## src/rtl/i2c_mapper_pkg.sv

```systemverilog
// Shared constants and carriers for the control channel I2C mapper.
package i2c_mapper_pkg;
   // -----------------------------------------------------------------
   // Clock and register map
   // -----------------------------------------------------------------
   localparam int unsigned CLK_MHZ       = 125;
   localparam logic [7:0]  OFS_CTRL      = 8'h06;
   localparam logic [7:0]  OFS_REMOTE    = 8'h07;
   localparam logic [7:0]  OFS_PHYS_0    = 8'h08;
   localparam logic [7:0]  OFS_PHYS_1    = 8'h09;
   localparam logic [7:0]  RST_CTRL      = 8'h00;
   localparam logic [7:0]  RST_REMOTE    = 8'h18;
   localparam logic [7:0]  RST_PHYS      = 8'h00;
   localparam logic [7:0]  CTRL_WR_MASK  = 8'h5F;
   localparam int          BIT_SEQ_ERR   = 7;
   localparam int          BIT_SEQ_CLR   = 6;
   localparam int          BIT_DLY_LO    = 3;
   localparam int          BIT_WR_BLOCK  = 2;
   localparam int          BIT_WD_FAST   = 1;
   localparam int          BIT_WD_DIS    = 0;
   localparam int          BIT_HOLD_ADDR = 0;
   localparam int          ALIAS_SLOTS   = 2;

   // -----------------------------------------------------------------
   // Timing
   // -----------------------------------------------------------------
   function automatic int unsigned ns_to_cyc(input int unsigned ns);
      return (ns * CLK_MHZ + 999) / 1000;
   endfunction
   localparam int unsigned DLY_BASE_NS      = 250;
   localparam int unsigned DLY_STEP_NS      = 50;
   localparam int unsigned DLY_MAX_CYC      = ns_to_cyc(DLY_BASE_NS + 3 * DLY_STEP_NS);
   localparam int unsigned WD_FAST_MS       = 50;
   localparam int unsigned WD_SLOW_MS       = 1000;
   localparam int unsigned BUS_FREE_MS      = 1000;
   localparam int unsigned WD_FAST_CYC      = WD_FAST_MS * CLK_MHZ * 1000;
   localparam int unsigned WD_SLOW_CYC      = WD_SLOW_MS * CLK_MHZ * 1000;
   localparam int unsigned BUS_FREE_CYC     = BUS_FREE_MS * CLK_MHZ * 1000;
   localparam int unsigned RECOVER_HALF_NS  = 5000;
   localparam int unsigned RECOVER_HALF_CYC = ns_to_cyc(RECOVER_HALF_NS);
   localparam int unsigned RECOVER_PULSES   = 9;

   // -----------------------------------------------------------------
   // Carriers
   // -----------------------------------------------------------------
   typedef struct packed {
      logic       valid;
      logic       write;
      logic       remote;
      logic [7:0] addr;
      logic [7:0] wdata;
   } reg_req_t;
   typedef struct packed {
      logic       valid;
      logic [7:0] rdata;
   } reg_rsp_t;
   typedef struct packed {
      logic       valid;
      logic [6:0] addr;
   } txn_t;
   typedef struct packed {
      logic       valid;
      logic       routed;
      logic [6:0] addr;
   } fwd_t;
endpackage

```

## src/rtl/bus_watchdog.sv

```systemverilog
// I2C bus watchdog: free-bus detection and nine-clock recovery.
`timescale 1ns/100ps
module bus_watchdog
   import i2c_mapper_pkg::*;
#(
   parameter int unsigned FAST_CYC = WD_FAST_CYC,
   parameter int unsigned SLOW_CYC = WD_SLOW_CYC,
   parameter int unsigned FREE_CYC = BUS_FREE_CYC,
   parameter int unsigned HALF_CYC = RECOVER_HALF_CYC
) (
   input  wire logic sys_clk,
   input  wire logic reset_n,
   input  wire logic scl_pin,
   input  wire logic sda_pin,
   input  wire logic enable,
   input  wire logic fast,
   output logic      scl_oe,
   output logic      bus_free,
   output logic      recovering
);
   typedef enum logic [1:0] {WD_IDLE = 2'b01, WD_RECOVER = 2'b10} wd_state_t;
   wd_state_t   state;
   logic [2:0]  scl_sync;
   logic [2:0]  sda_sync;
   logic        scl_f;
   logic        sda_f;
   logic        activity;
   logic [31:0] idle;
   logic [31:0] half;
   logic [4:0]  edges;
   logic        expire;

   // ----------------------------------------------------------------
   // Pin synchronisers and change detection
   // ----------------------------------------------------------------
   always_ff @(posedge sys_clk) begin
      if (!reset_n) begin
         scl_sync <= 3'h7;
         sda_sync <= 3'h7;
         scl_f    <= 1'b1;
         sda_f    <= 1'b1;
      end else begin
         scl_sync <= {scl_sync[1:0], scl_pin};
         sda_sync <= {sda_sync[1:0], sda_pin};
         if (scl_sync[1] == scl_sync[2]) scl_f <= scl_sync[1];
         if (sda_sync[1] == sda_sync[2]) sda_f <= sda_sync[1];
      end
   end
   assign activity = (scl_sync[1] == scl_sync[2] && scl_sync[1] != scl_f) ||
                     (sda_sync[1] == sda_sync[2] && sda_sync[1] != sda_f);

   // ----------------------------------------------------------------
   // Idle timer
   // ----------------------------------------------------------------
   always_ff @(posedge sys_clk) begin
      if (!reset_n || !enable || activity || state != WD_IDLE) begin
         idle <= 32'h0000_0000;
      end else if (idle != 32'hFFFF_FFFF) begin
         idle <= idle + 32'h0000_0001;
      end
   end
   assign expire = enable && !activity && state == WD_IDLE &&
                   idle == (fast ? FAST_CYC : SLOW_CYC) - 1;

   always_ff @(posedge sys_clk) begin
      if (!reset_n) bus_free <= 1'b0;
      else bus_free <= enable && !activity && sda_f && idle == FREE_CYC - 1;
   end

   // ----------------------------------------------------------------
   // Recovery clocking
   // ----------------------------------------------------------------
   always_ff @(posedge sys_clk) begin
      if (!reset_n) begin
         state      <= WD_IDLE;
         scl_oe     <= 1'b0;
         recovering <= 1'b0;
         half       <= 32'h0000_0000;
         edges      <= 5'h00;
      end else begin
         case (state)
            WD_IDLE: begin
               if (expire && !sda_f) begin
                  state      <= WD_RECOVER;
                  scl_oe     <= 1'b1;
                  recovering <= 1'b1;
                  half       <= 32'h0000_0000;
                  edges      <= 5'h00;
               end
            end
            WD_RECOVER: begin
               if (half == HALF_CYC - 1) begin
                  half <= 32'h0000_0000;
                  if (edges == 5'(2 * RECOVER_PULSES - 1)) begin
                     state      <= WD_IDLE;
                     scl_oe     <= 1'b0;
                     recovering <= 1'b0;
                  end else begin
                     edges  <= edges + 5'h01;
                     scl_oe <= ~scl_oe;
                  end
               end else begin
                  half <= half + 32'h0000_0001;
               end
            end
            default: state <= WD_IDLE;
         endcase
      end
   end

   // ----------------------------------------------------------------
   // Checks
   // ----------------------------------------------------------------
   wd_disable_a: assert property (@(posedge sys_clk) disable iff (!reset_n)
      !enable |=> idle == 32'h0000_0000 && !$rose(recovering))
      else $error("watchdog ran while disabled");
   recover_low_a: assert property (@(posedge sys_clk) disable iff (!reset_n)
      $rose(recovering) |-> $past(!sda_f) && scl_oe)
      else $error("recovery began with SDA high");
   recover_len_a: assert property (@(posedge sys_clk) disable iff (!reset_n)
      $fell(recovering) |-> $past(edges) == 5'd17)
      else $error("recovery did not give nine pulses");
   recover_c: cover property (@(posedge sys_clk) disable iff (!reset_n) $fell(recovering));
endmodule // bus_watchdog

```

## src/rtl/channel_mapper.sv

```systemverilog
// Control channel register bank, SDA delay, address remap and watchdog.
`timescale 1ns/100ps
// Functional notes
// - Forward sequence error sets read-only flag
// - Clear bit is writable, not self-clearing
// - Bits 4:3 set SDA delay 250-400 ns
// - Bit 2 refuses remote writes to registers
// - Bit 1 picks 50 ms or 1 s
// - Bit 0 disables the bus watchdog
// - SDA high idle 1 s means bus free
// - SDA low at expiry gives nine SCL pulses
// - Serializer address field; zero blocks access
// - Auto-load serializer address while not held
// - Hold bit freezes the software-written address
// - Alias hit replaces address with physical address
// - Second slot remaps likewise; bit 0 reserved
// - Zero alias match disables its slot
module channel_mapper
   import i2c_mapper_pkg::*;
#(
   parameter int unsigned FAST_CYC = WD_FAST_CYC,
   parameter int unsigned SLOW_CYC = WD_SLOW_CYC,
   parameter int unsigned FREE_CYC = BUS_FREE_CYC,
   parameter int unsigned HALF_CYC = RECOVER_HALF_CYC
) (
   input  wire logic     sys_clk,
   input  wire logic     reset_n,
   input  wire reg_req_t reg_req,
   output reg_rsp_t      reg_rsp,
   output logic          write_refused,
   input  wire logic     seq_error_event,
   input  wire logic     fwd_id_valid,
   input  wire logic [6:0] fwd_id,
   input  wire logic [6:0] alias_match_0,
   input  wire logic [6:0] alias_match_1,
   input  wire txn_t     txn,
   output fwd_t          fwd,
   input  wire logic     sda_drive_raw,
   output logic          sda_o,
   output logic          sda_oe,
   input  wire logic     scl_pin,
   input  wire logic     sda_pin,
   output logic          scl_o,
   output logic          scl_oe,
   output logic          bus_free,
   output logic          recovering,
   output logic          seq_error_flag,
   output logic [6:0]    remote_addr,
   output logic          remote_enable
);
   logic [6:0]            ctrl;
   logic                  hold_remote_address;
   logic [6:0]            phys [ALIAS_SLOTS];
   logic [6:0]            match [ALIAS_SLOTS];
   logic [ALIAS_SLOTS-1:0] hit;
   logic                  wr_ok;
   logic [1:0]            dly_code;
   logic [5:0]            dly_tap;
   logic [DLY_MAX_CYC-2:0] dly_pipe;
   logic [7:0]            next_rdata;
   fwd_t                  next_fwd;

   assign match[0] = alias_match_0;
   assign match[1] = alias_match_1;

   // ----------------------------------------------------------------
   // Register writes
   // ----------------------------------------------------------------
   assign wr_ok = reg_req.valid && reg_req.write &&
                  !(reg_req.remote && ctrl[BIT_WR_BLOCK]);

   always_ff @(posedge sys_clk) begin
      if (!reset_n) write_refused <= 1'b0;
      else write_refused <= reg_req.valid && reg_req.write && reg_req.remote &&
                            ctrl[BIT_WR_BLOCK];
   end

   always_ff @(posedge sys_clk) begin
      if (!reset_n) ctrl <= RST_CTRL[6:0];
      else if (wr_ok && reg_req.addr == OFS_CTRL)
         ctrl <= reg_req.wdata[6:0] & CTRL_WR_MASK[6:0];
   end

   always_ff @(posedge sys_clk) begin
      if (!reset_n) seq_error_flag <= RST_CTRL[BIT_SEQ_ERR];
      else if (ctrl[BIT_SEQ_CLR]) seq_error_flag <= 1'b0;
      else if (seq_error_event) seq_error_flag <= 1'b1;
   end

   always_ff @(posedge sys_clk) begin
      if (!reset_n) begin
         remote_addr         <= RST_REMOTE[7:1];
         hold_remote_address <= RST_REMOTE[BIT_HOLD_ADDR];
      end else if (wr_ok && reg_req.addr == OFS_REMOTE) begin
         remote_addr         <= reg_req.wdata[7:1];
         hold_remote_address <= reg_req.wdata[BIT_HOLD_ADDR];
      end else if (fwd_id_valid && !hold_remote_address) begin
         remote_addr <= fwd_id;
      end
   end

   always_ff @(posedge sys_clk) begin
      if (!reset_n) remote_enable <= |RST_REMOTE[7:1];
      else remote_enable <= remote_addr != 7'h00;
   end

   generate
      for (genvar n = 0; n < ALIAS_SLOTS; n++) begin : g_slot
         always_ff @(posedge sys_clk) begin
            if (!reset_n) phys[n] <= RST_PHYS[7:1];
            else if (wr_ok && reg_req.addr == OFS_PHYS_0 + 8'(n))
               phys[n] <= reg_req.wdata[7:1];
         end
         assign hit[n] = match[n] != 7'h00 && txn.addr == match[n];
      end
   endgenerate

   // ----------------------------------------------------------------
   // Register reads
   // ----------------------------------------------------------------
   always_comb begin
      if (reg_req.addr == OFS_CTRL) begin
         next_rdata = {seq_error_flag, ctrl};
      end else if (reg_req.addr == OFS_REMOTE) begin
         next_rdata = {remote_addr, hold_remote_address};
      end else if (reg_req.addr == OFS_PHYS_0) begin
         next_rdata = {phys[0], 1'b0};
      end else if (reg_req.addr == OFS_PHYS_1) begin
         next_rdata = {phys[1], 1'b0};
      end else begin
         next_rdata = 8'h00;
      end
   end

   always_ff @(posedge sys_clk) begin
      if (!reset_n) reg_rsp <= '0;
      else reg_rsp <= '{valid: reg_req.valid && !reg_req.write, rdata: next_rdata};
   end

   // ----------------------------------------------------------------
   // Address remap
   // ----------------------------------------------------------------
   always_comb begin
      next_fwd = '{valid: txn.valid, routed: 1'b0, addr: txn.addr};
      if (hit[0]) begin
         next_fwd.routed = 1'b1;
         next_fwd.addr   = phys[0];
      end else if (hit[1]) begin
         next_fwd.routed = 1'b1;
         next_fwd.addr   = phys[1];
      end else if (remote_addr != 7'h00 && txn.addr == remote_addr) begin
         next_fwd.routed = 1'b1;
      end
   end

   always_ff @(posedge sys_clk) begin
      if (!reset_n) fwd <= '0;
      else fwd <= next_fwd;
   end

   // ----------------------------------------------------------------
   // SDA output delay
   // ----------------------------------------------------------------
   // The pipe and the output flop together give the full delay count.
   assign dly_code = ctrl[BIT_DLY_LO+1:BIT_DLY_LO];
   assign dly_tap  = 6'(ns_to_cyc(DLY_BASE_NS + DLY_STEP_NS * 32'(dly_code)) - 2);

   always_ff @(posedge sys_clk) begin
      if (!reset_n) begin
         dly_pipe <= '0;
         sda_oe   <= 1'b0;
         sda_o    <= 1'b0;
         scl_o    <= 1'b0;
      end else begin
         dly_pipe <= {dly_pipe[DLY_MAX_CYC-3:0], sda_drive_raw};
         sda_oe   <= dly_pipe[dly_tap];
         sda_o    <= 1'b0;
         scl_o    <= 1'b0;
      end
   end

   // ----------------------------------------------------------------
   // Bus watchdog
   // ----------------------------------------------------------------
   bus_watchdog #(
      .FAST_CYC (FAST_CYC),
      .SLOW_CYC (SLOW_CYC),
      .FREE_CYC (FREE_CYC),
      .HALF_CYC (HALF_CYC)
   ) u_watchdog (
      .sys_clk    (sys_clk),
      .reset_n    (reset_n),
      .scl_pin    (scl_pin),
      .sda_pin    (sda_pin),
      .enable     (!ctrl[BIT_WD_DIS]),
      .fast       (ctrl[BIT_WD_FAST]),
      .scl_oe     (scl_oe),
      .bus_free   (bus_free),
      .recovering (recovering)
   );

   // ----------------------------------------------------------------
   // Checks
   // ----------------------------------------------------------------
   seq_set_a: assert property (@(posedge sys_clk) disable iff (!reset_n)
      seq_error_event && !ctrl[BIT_SEQ_CLR] |=> seq_error_flag)
      else $error("sequence error not recorded");
   seq_hold_a: assert property (@(posedge sys_clk) disable iff (!reset_n)
      ctrl[BIT_SEQ_CLR] [*2] |-> !seq_error_flag)
      else $error("flag set while clear held");
   clr_keep_a: assert property (@(posedge sys_clk) disable iff (!reset_n)
      !(wr_ok && reg_req.addr == OFS_CTRL) |=> $stable(ctrl[BIT_SEQ_CLR]))
      else $error("clear bit changed by itself");
   delay_tap_a: assert property (@(posedge sys_clk) disable iff (!reset_n)
      (dly_code == 2'b00 |-> dly_tap == 6'd30) and (dly_code == 2'b11 |-> dly_tap == 6'd48))
      else $error("SDA delay tap wrong");
   remote_block_a: assert property (@(posedge sys_clk) disable iff (!reset_n)
      reg_req.valid && reg_req.write && reg_req.remote && ctrl[BIT_WR_BLOCK]
      |=> $stable(ctrl) && ($stable(remote_addr) || $past(fwd_id_valid)) &&
          $stable(hold_remote_address) && write_refused)
      else $error("remote write reached a register");
   autoload_a: assert property (@(posedge sys_clk) disable iff (!reset_n)
      fwd_id_valid && !hold_remote_address && !(wr_ok && reg_req.addr == OFS_REMOTE)
      |=> remote_addr == $past(fwd_id))
      else $error("serializer address not loaded");
   freeze_a: assert property (@(posedge sys_clk) disable iff (!reset_n)
      hold_remote_address && !(wr_ok && reg_req.addr == OFS_REMOTE) |=> $stable(remote_addr))
      else $error("held address changed");
   remap_a: assert property (@(posedge sys_clk) disable iff (!reset_n)
      txn.valid && alias_match_0 != 7'h00 && txn.addr == alias_match_0
      |=> fwd.valid && fwd.routed && fwd.addr == $past(phys[0]))
      else $error("alias 0 not remapped");
   zero_block_a: assert property (@(posedge sys_clk) disable iff (!reset_n)
      txn.valid && txn.addr == 7'h00 |=> !fwd.routed)
      else $error("zero address was routed");
   seq_c: cover property (@(posedge sys_clk) disable iff (!reset_n) $rose(seq_error_flag));
   refuse_c: cover property (@(posedge sys_clk) disable iff (!reset_n) write_refused);
   remap_c: cover property (@(posedge sys_clk) disable iff (!reset_n) fwd.valid && fwd.routed);
endmodule // channel_mapper

```

## config.mk

```make
export PLATFORM = sky130hd
export DESIGN_NAME = channel_mapper
export DESIGN_NICKNAME = d
export VERILOG_FILES = /design/src/rtl/i2c_mapper_pkg.sv /design/src/rtl/bus_watchdog.sv /design/src/rtl/channel_mapper.sv
export SDC_FILE = /design/constraint.sdc
export NUM_CORES = 1
export LEC_CHECK = 0
export BUFFER_PORTS_ARGS = -buffer_cell sky130_fd_sc_hd__buf_2
export CORE_AREA = 2 2 132 134
export CTS_BUF_LIST = sky130_fd_sc_hd__clkbuf_8 sky130_fd_sc_hd__clkbuf_16
export CTS_CLUSTER_SIZE = 16
export DETAILED_ROUTE_END_ITERATION = 10
export DIE_AREA = 0 0 134 136
export PLACE_DENSITY = 0.8
export SETUP_SLACK_MARGIN = 0.02
export SYNTH_ARGS = -nofsm -noshare
export SYNTH_HDL_FRONTEND = slang
export SYNTH_SLANG_ARGS = --single-unit
```

## constraint.sdc

```tcl
create_clock -name sys_clk -period 5.55 [get_ports sys_clk]
set_input_delay 1.11 -clock sys_clk [delete_from_list [all_inputs] [get_ports sys_clk]]
set_output_delay 1.11 -clock sys_clk [all_outputs]
set_load 0.005 [all_outputs]
```

* Word-level counts from Yosys, hierarchy flattened
Memory sizes are Yosys's and may differ from the RTL's.
Cells that the tools add are included.
W data, S select, Z words.
** Cells by class
- $add $sub $neg :: 7
- $mul :: 2
- Div/mod/pow operators :: 1
- Magnitude comparators :: 1
- Equality and inequality tests :: 23
- Muxes and demuxes :: 40
- Bitwise gates (word level) :: 4
- Reductions and logical operators :: 45
** Operators by type and width (number)
- $add A32 B1 Y32 const B :: 2
- $mux W32 :: 2
- $pmux W32 S2 :: 1
- $mux W8 :: 5
- $mux W7 :: 5
- $div A32 B10 Y32 const B :: 1
- $eq A32 B10 Y1 const B :: 1
- $eq A32 B27 Y1 const B :: 1
- $eq A32 B32 Y1 :: 1
- $ne A32 B32 Y1 const B :: 1
- $sub A32 B1 Y32 const B :: 1
- $mux W27 :: 1
- $logic_and A1 B1 Y1 :: 22
- $eq A7 B7 Y1 :: 3
- $reduce_bool A7 Y1 :: 3
- $add A16 B10 Y17 const B :: 1
- $eq A8 B3 Y1 const B :: 2
- $eq A8 B4 Y1 const B :: 2
- $mul A9 B7 Y16 const B :: 1
- $mux W1 :: 15
- $mux W5 :: 3
- $pmux W5 S2 :: 1
- $add A8 B8 Y9 const A :: 1
- $reduce_and A4 Y1 :: 2
- other kinds (23) :: 45
** Storage, ports and cells
- Flip-flop bits (word level) :: 167
- Memory bits (writable) :: 14
- Bits of input ports :: 55
- Output and inout port bits :: 34
- Memories :: 1
** Memories
- phys :: depth 2, bits a word 7, rd ports 2, clocked after Yosys merged registers in 0, wr ports 2, line channel_mapper.sv:53 : logic [6:0] phys [ALIAS_SLOTS];

* Depth between registers and ports, before layout
- Depth after elaboration :: 10
- Mapped depth :: 23

* Cells and area by module
Synthesis repeated with hierarchy kept, for this count alone.
** Second synthesis, totals
- Cell total of the unflattened synthesis :: 1081
- Area total of the unflattened synthesis :: 9501.6 sq um
** Modules (own cells, without submodules)
- channel_mapper :: times used 1, cells an instance 560, area an instance 5231.3 sq um, seq. area each 2122.0 sq um
- bus_watchdog :: times used 1, cells an instance 521, area an instance 4270.3 sq um, seq. area each 1641.6 sq um

* Worst setup path after synthesis
Ideal clock, no wire load.
- Kind :: reg2reg
- Start point :: register ctrl[3]
- End point :: register sda_oe
- Data arrival time :: 5088 ps
- Slack :: 389 ps
- Cell stages (with the launch flop) :: 22
- Buffers on the path :: 2
- Cell sequence :: dfxtp_1 ha_1 buf_6 xnor2_1 a21oi_1 xor2_1 ha_1 a2111oi_4 o221ai_2 or3_1 and2_4 a21oi_1 o21ai_2 a2111oi_2 o31ai_4 nor3_2 o221ai_2 buf_6 mux2i_1 mux2_2 mux4_2 o22ai_2
** Between the ends
- Word-level cells in the longest chain between the ends :: 8
** Ends and longest elaborated chain
- from (decl) :: line channel_mapper.sv:51 : logic [6:0] ctrl;
- from (signal assigned) :: line channel_mapper.sv:79 : if (!reset_n) ctrl <= RST_CTRL[6:0];
- from (signal assigned) :: line channel_mapper.sv:81 : ctrl <= reg_req.wdata[6:0] & CTRL_WR_MASK[6:0];
- $mul A5 B2 Y7 :: line channel_mapper.sv:166 : assign dly_tap = 6'(ns_to_cyc(DLY_BASE_NS + DLY_STEP_NS * 32'(dly_code)) - 2);
- $add A8 B8 Y9 :: line channel_mapper.sv:166
- $mul A9 B7 Y16 :: line i2c_mapper_pkg.sv:28 : return (ns * CLK_MHZ + 999) / 1000;
- $add A16 B10 Y17 :: line i2c_mapper_pkg.sv:28
- $div A32 B10 Y32 :: line i2c_mapper_pkg.sv:28
- $sub A6 B2 Y6 :: line channel_mapper.sv:166
- $bmux W1 S6 :: line channel_mapper.sv:176 : sda_oe <= dly_pipe[dly_tap];
- $mux W1 (implied by the code) :: line channel_mapper.sv:176
- to (signal assigned) :: line channel_mapper.sv:176
- to (decl) :: line channel_mapper.sv:40 : output logic sda_oe,
Every way passes these cells. The select of a mux whose other input is x is not followed.
A chain may end at the register's enable or synchronous reset.

* Worst setup path after layout
Ends and elaborated chain as after synthesis.

==> impl_results.md <==
- Final Hold Vio Count: 0
- Fmax: 0.190 GHz
- Final Wtd Congestion: 0.892
- Synthesis Warnings: 0
- Peak supply drop: 0.222 mV
- Postcts setup bufs: 0
- Largest net degree at the start of global routing: 68
- Startpoint Class: register
- Clock Skew: 0.00961 ns
- Worst slew pin tran: 1.17 ns
- Met3 global-route usage: 4.03%
- Dominant cell type by area after synthesis: dfxtp_1
- Clk_lat worst skew: 0.43 ns
- Die height: 136 µm
- Clock power frac: 43.3%
- Ys flop type: dfxtp_1
- Ys async rst share: 0%
- Pwr dens: 279 mW/mm²
- Input/output buffers: 86
- Top cells by area, synth: dfxtp_1 (38%), xor2_1 (5.3%), and2_1 (5.1%)
- TritonRoute pass-1 iters: 5
- IO Pins: 89
- Syn avg cell area: 9.28 µm²
- # setup viols final: 0
- Hold_sp: u_watchdog.scl_sync[0]
- Diodes inserted: 0
- Antenna violations before repair: 1
- RSZ-0062 raised after global routing: no
- Pins Over Slew Limit: 0
- Distinct cells, synth: 78
- WHS Path Cells: 1
- GRT Residual Overflow: 0
- First-pass GRT wire length: 29100 µm
- Clock Tree Root: clkbuf_16
- Reg-to-reg slack, setup: 0.28 ns
- Slew headroom: 21.5%
- Top cells by count, synth: dfxtp_1 (167), nor2_1 (100), nand2_1 (77), and2_1 (71), xor2_1 (53)
- Sequential power share: 49.1%
- CTS tree: done
- Share of power burned in combinational logic: 7.7%
- DP HPWL: 13000 µm
- Fin crit share: 94.9%
- Max cap viols: 0
- Area added between synthesis and finish: 14.1%
- Hold EP: u_watchdog.scl_sync[1]
- Die area: 0.0182 mm²
- Total track usage: 19.9%
- Number of buffers inserted by hold repair at cts: 0
- Post-synth top area share: 38.1%
- Int Pwr: 2.08 mW
- Leak: 3.95 nW
- Setup TNS: 0 ns
- Status: completed
- Top-count cell post-synth: dfxtp_1
- Worst Reg-to-Reg Cells: 22
- Netlist Area Pre-Place: 0.00877 mm²
- 1st-iter DRT viols: 474
- Routed Antenna Nets: 0
- Sink Count: 181
- Mapped Cells: 945
- Vias in the first global route: 6154
- Initial Util: 51.9%
- H-Tree Depth: 4
- Worst reg2reg path endpoint: sda_oe
- Crit-path max FO: 11
- Reg2reg start: ctrl[3]
- WL per Instance: 14.3 µm
- Vias per cell: 5.38
- Worst path arrival time: 5.63 ns
- Tmin final: 5.27 ns
- Post-Route WL: 18000 µm
- GR Util met2: 33.4%
- Core area: 0.0169 mm²
- Number of CTS-inserted buffers: 17
- GRT busiest layer: met2
- Clk slew on worst S/H paths: 0.07 ns
- Nets: 1108
- Net Switching: 0.712 mW
- CP Capture Type: register
- Longest Clk Path Bufs: 2
- Number of enable flip-flop cells after synthesis: 14
- Share of layout cells above drive strength 1: 16.2%
- Grt met1 use: 25.6%
- WP data required: 5.92 ns
- Kind of critical path: reg -> reg
- Synthesized flop and latch total: 181
- FILL cells: 1446
- Seq/Total Area, Yosys: 42.9%
- Via count: 6779
- Die width: 134 µm
- DR DRC count: 0
- Switching Share: 25.5%
- Min Hold Slack: 0.411 ns
- Num rows: 48
- Min-delay worst type: reg -> reg
## cells in the final DEF (no fill, tap or decap), drive strengths merged, types with 9 or more instances in the layout
| master | count |
|---|---|
| a21boi | 14 |
| a21oi | 35 |
| a22oi | 14 |
| and2 | 72 |
| and3 | 20 |
| buf | 98 |
| clkbuf | 17 |
| dfxtp | 167 |
| edfxtp | 14 |
| ha | 29 |
| inv | 31 |
| mux2i | 29 |
| nand2 | 79 |
| nand2b | 11 |
| nand3 | 43 |
| nand4 | 23 |
| nor2 | 100 |
| nor2b | 21 |
| nor3 | 12 |
| nor4 | 9 |
| o21ai | 25 |
| or3 | 9 |
| xnor2 | 35 |
| xor2 | 53 |
## stage by stage
step	std cells	setup WS, ns	instance area [µm²]	util, %	total power [mW]
final	1261	0.283	10000	59.3	2.80
after global routing	1261	0.0154	10000	59.3	2.91
after CTS	1261	0.130	10000	59.2	2.82
after detailed placement	1229	0.0581	9380	55.6	1.62
after global placement	1229	0.253	9380	55.6	1.61
after floorplan	946	0.389	8770	-	1.54
## sequential cells by signal, indices dropped and copies added, names as in the netlist, 2 cells and up
register             count
phys                    14
u_watchdog.edges         5
dly_pipe                49
u_watchdog.half         32
u_watchdog.sda_sync      3
fwd                      9
ctrl                     6
remote_addr              7
reg_rsp                  9
u_watchdog.idle         32
u_watchdog.scl_sync      3
u_watchdog.state         2
## worst max-delay path by stage
stage / startpoint / end / slack, ns
2_1_floorplan: ctrl[3] / sda_oe / 0.39
3_3_place_gp: ctrl[3] / sda_oe / 0.25
3_5_place_dp: ctrl[3] / sda_oe / 0.06
4_1_cts: ctrl[3] / sda_oe / 0.13
5_1_grt: ctrl[3] / sda_oe / 0.02
6_report: ctrl[3] / sda_oe / 0.28
## power groups by stage
stage                     Sequential, mW  Clock (mW)  Combinational (mW)
after floorplan                     1.40           0               0.145
after global placement              1.40           0               0.212
after detailed placement            1.40           0               0.216
after CTS                           1.37        1.23               0.218
after global routing                1.38        1.29               0.241
final                               1.37        1.21               0.214
## worst max-delay path: stages, from the launching register on
cell,delay [ns]
dfxtp_2,0.36
inv_1,0.14
ha_1,0.26
buf_4,0.19
inv_1,0.09
ha_1,0.21
fa_1,0.39
ha_1,0.37
a21oi_2,0.10
a211oi_1,0.30
or3_1,0.21
nand4_1,0.12
a2111o_1,0.43
nand2_2,0.11
xnor2_2,0.18
mux2i_1,0.12
a211oi_1,0.29
o221ai_2,0.14
buf_4,0.21
mux2i_1,0.14
mux2_2,0.26
mux4_2,0.47
o22ai_2,0.09
## cell type report
class	count	area [µm²]	area share, %
well taps	225	282	2.81
clock inverters	15	178	1.78
multi-input cells	705	4760	47.6
inverters	20	75.1	0.750
flip-flops and latches	181	3770	37.6
clock buffers	17	425	4.25
repair buffers	98	520	5.20
## cell families after synthesis
group / Yosys count / share of synthesized area, %
mux: 37 / 4.81
fa+ha+maj: 30 / 4.37
simple gates: 428 / 25.6
flops: 181 / 42.9
xor+xnor: 88 / 8.96
compound gates: 120 / 10.0
buf+inv: 60 / 3.28
other cells: 1 / 0.0428
## metal layers
metal	routed length (µm)	part of all wire, %
met5	10	0.055
met4	257	1.4
met3	636	3.5
met2	8850	49
met1	8270	46
## timing repair
item | in CTS | in global routing
pin swaps | 0 | 1
resized for setup | 1 | 4
endpoints found under the setup margin | 1 | 1
endpoints found under the hold margin | 0 | 0
Note: power is estimated with default switching activity, not from simulation.
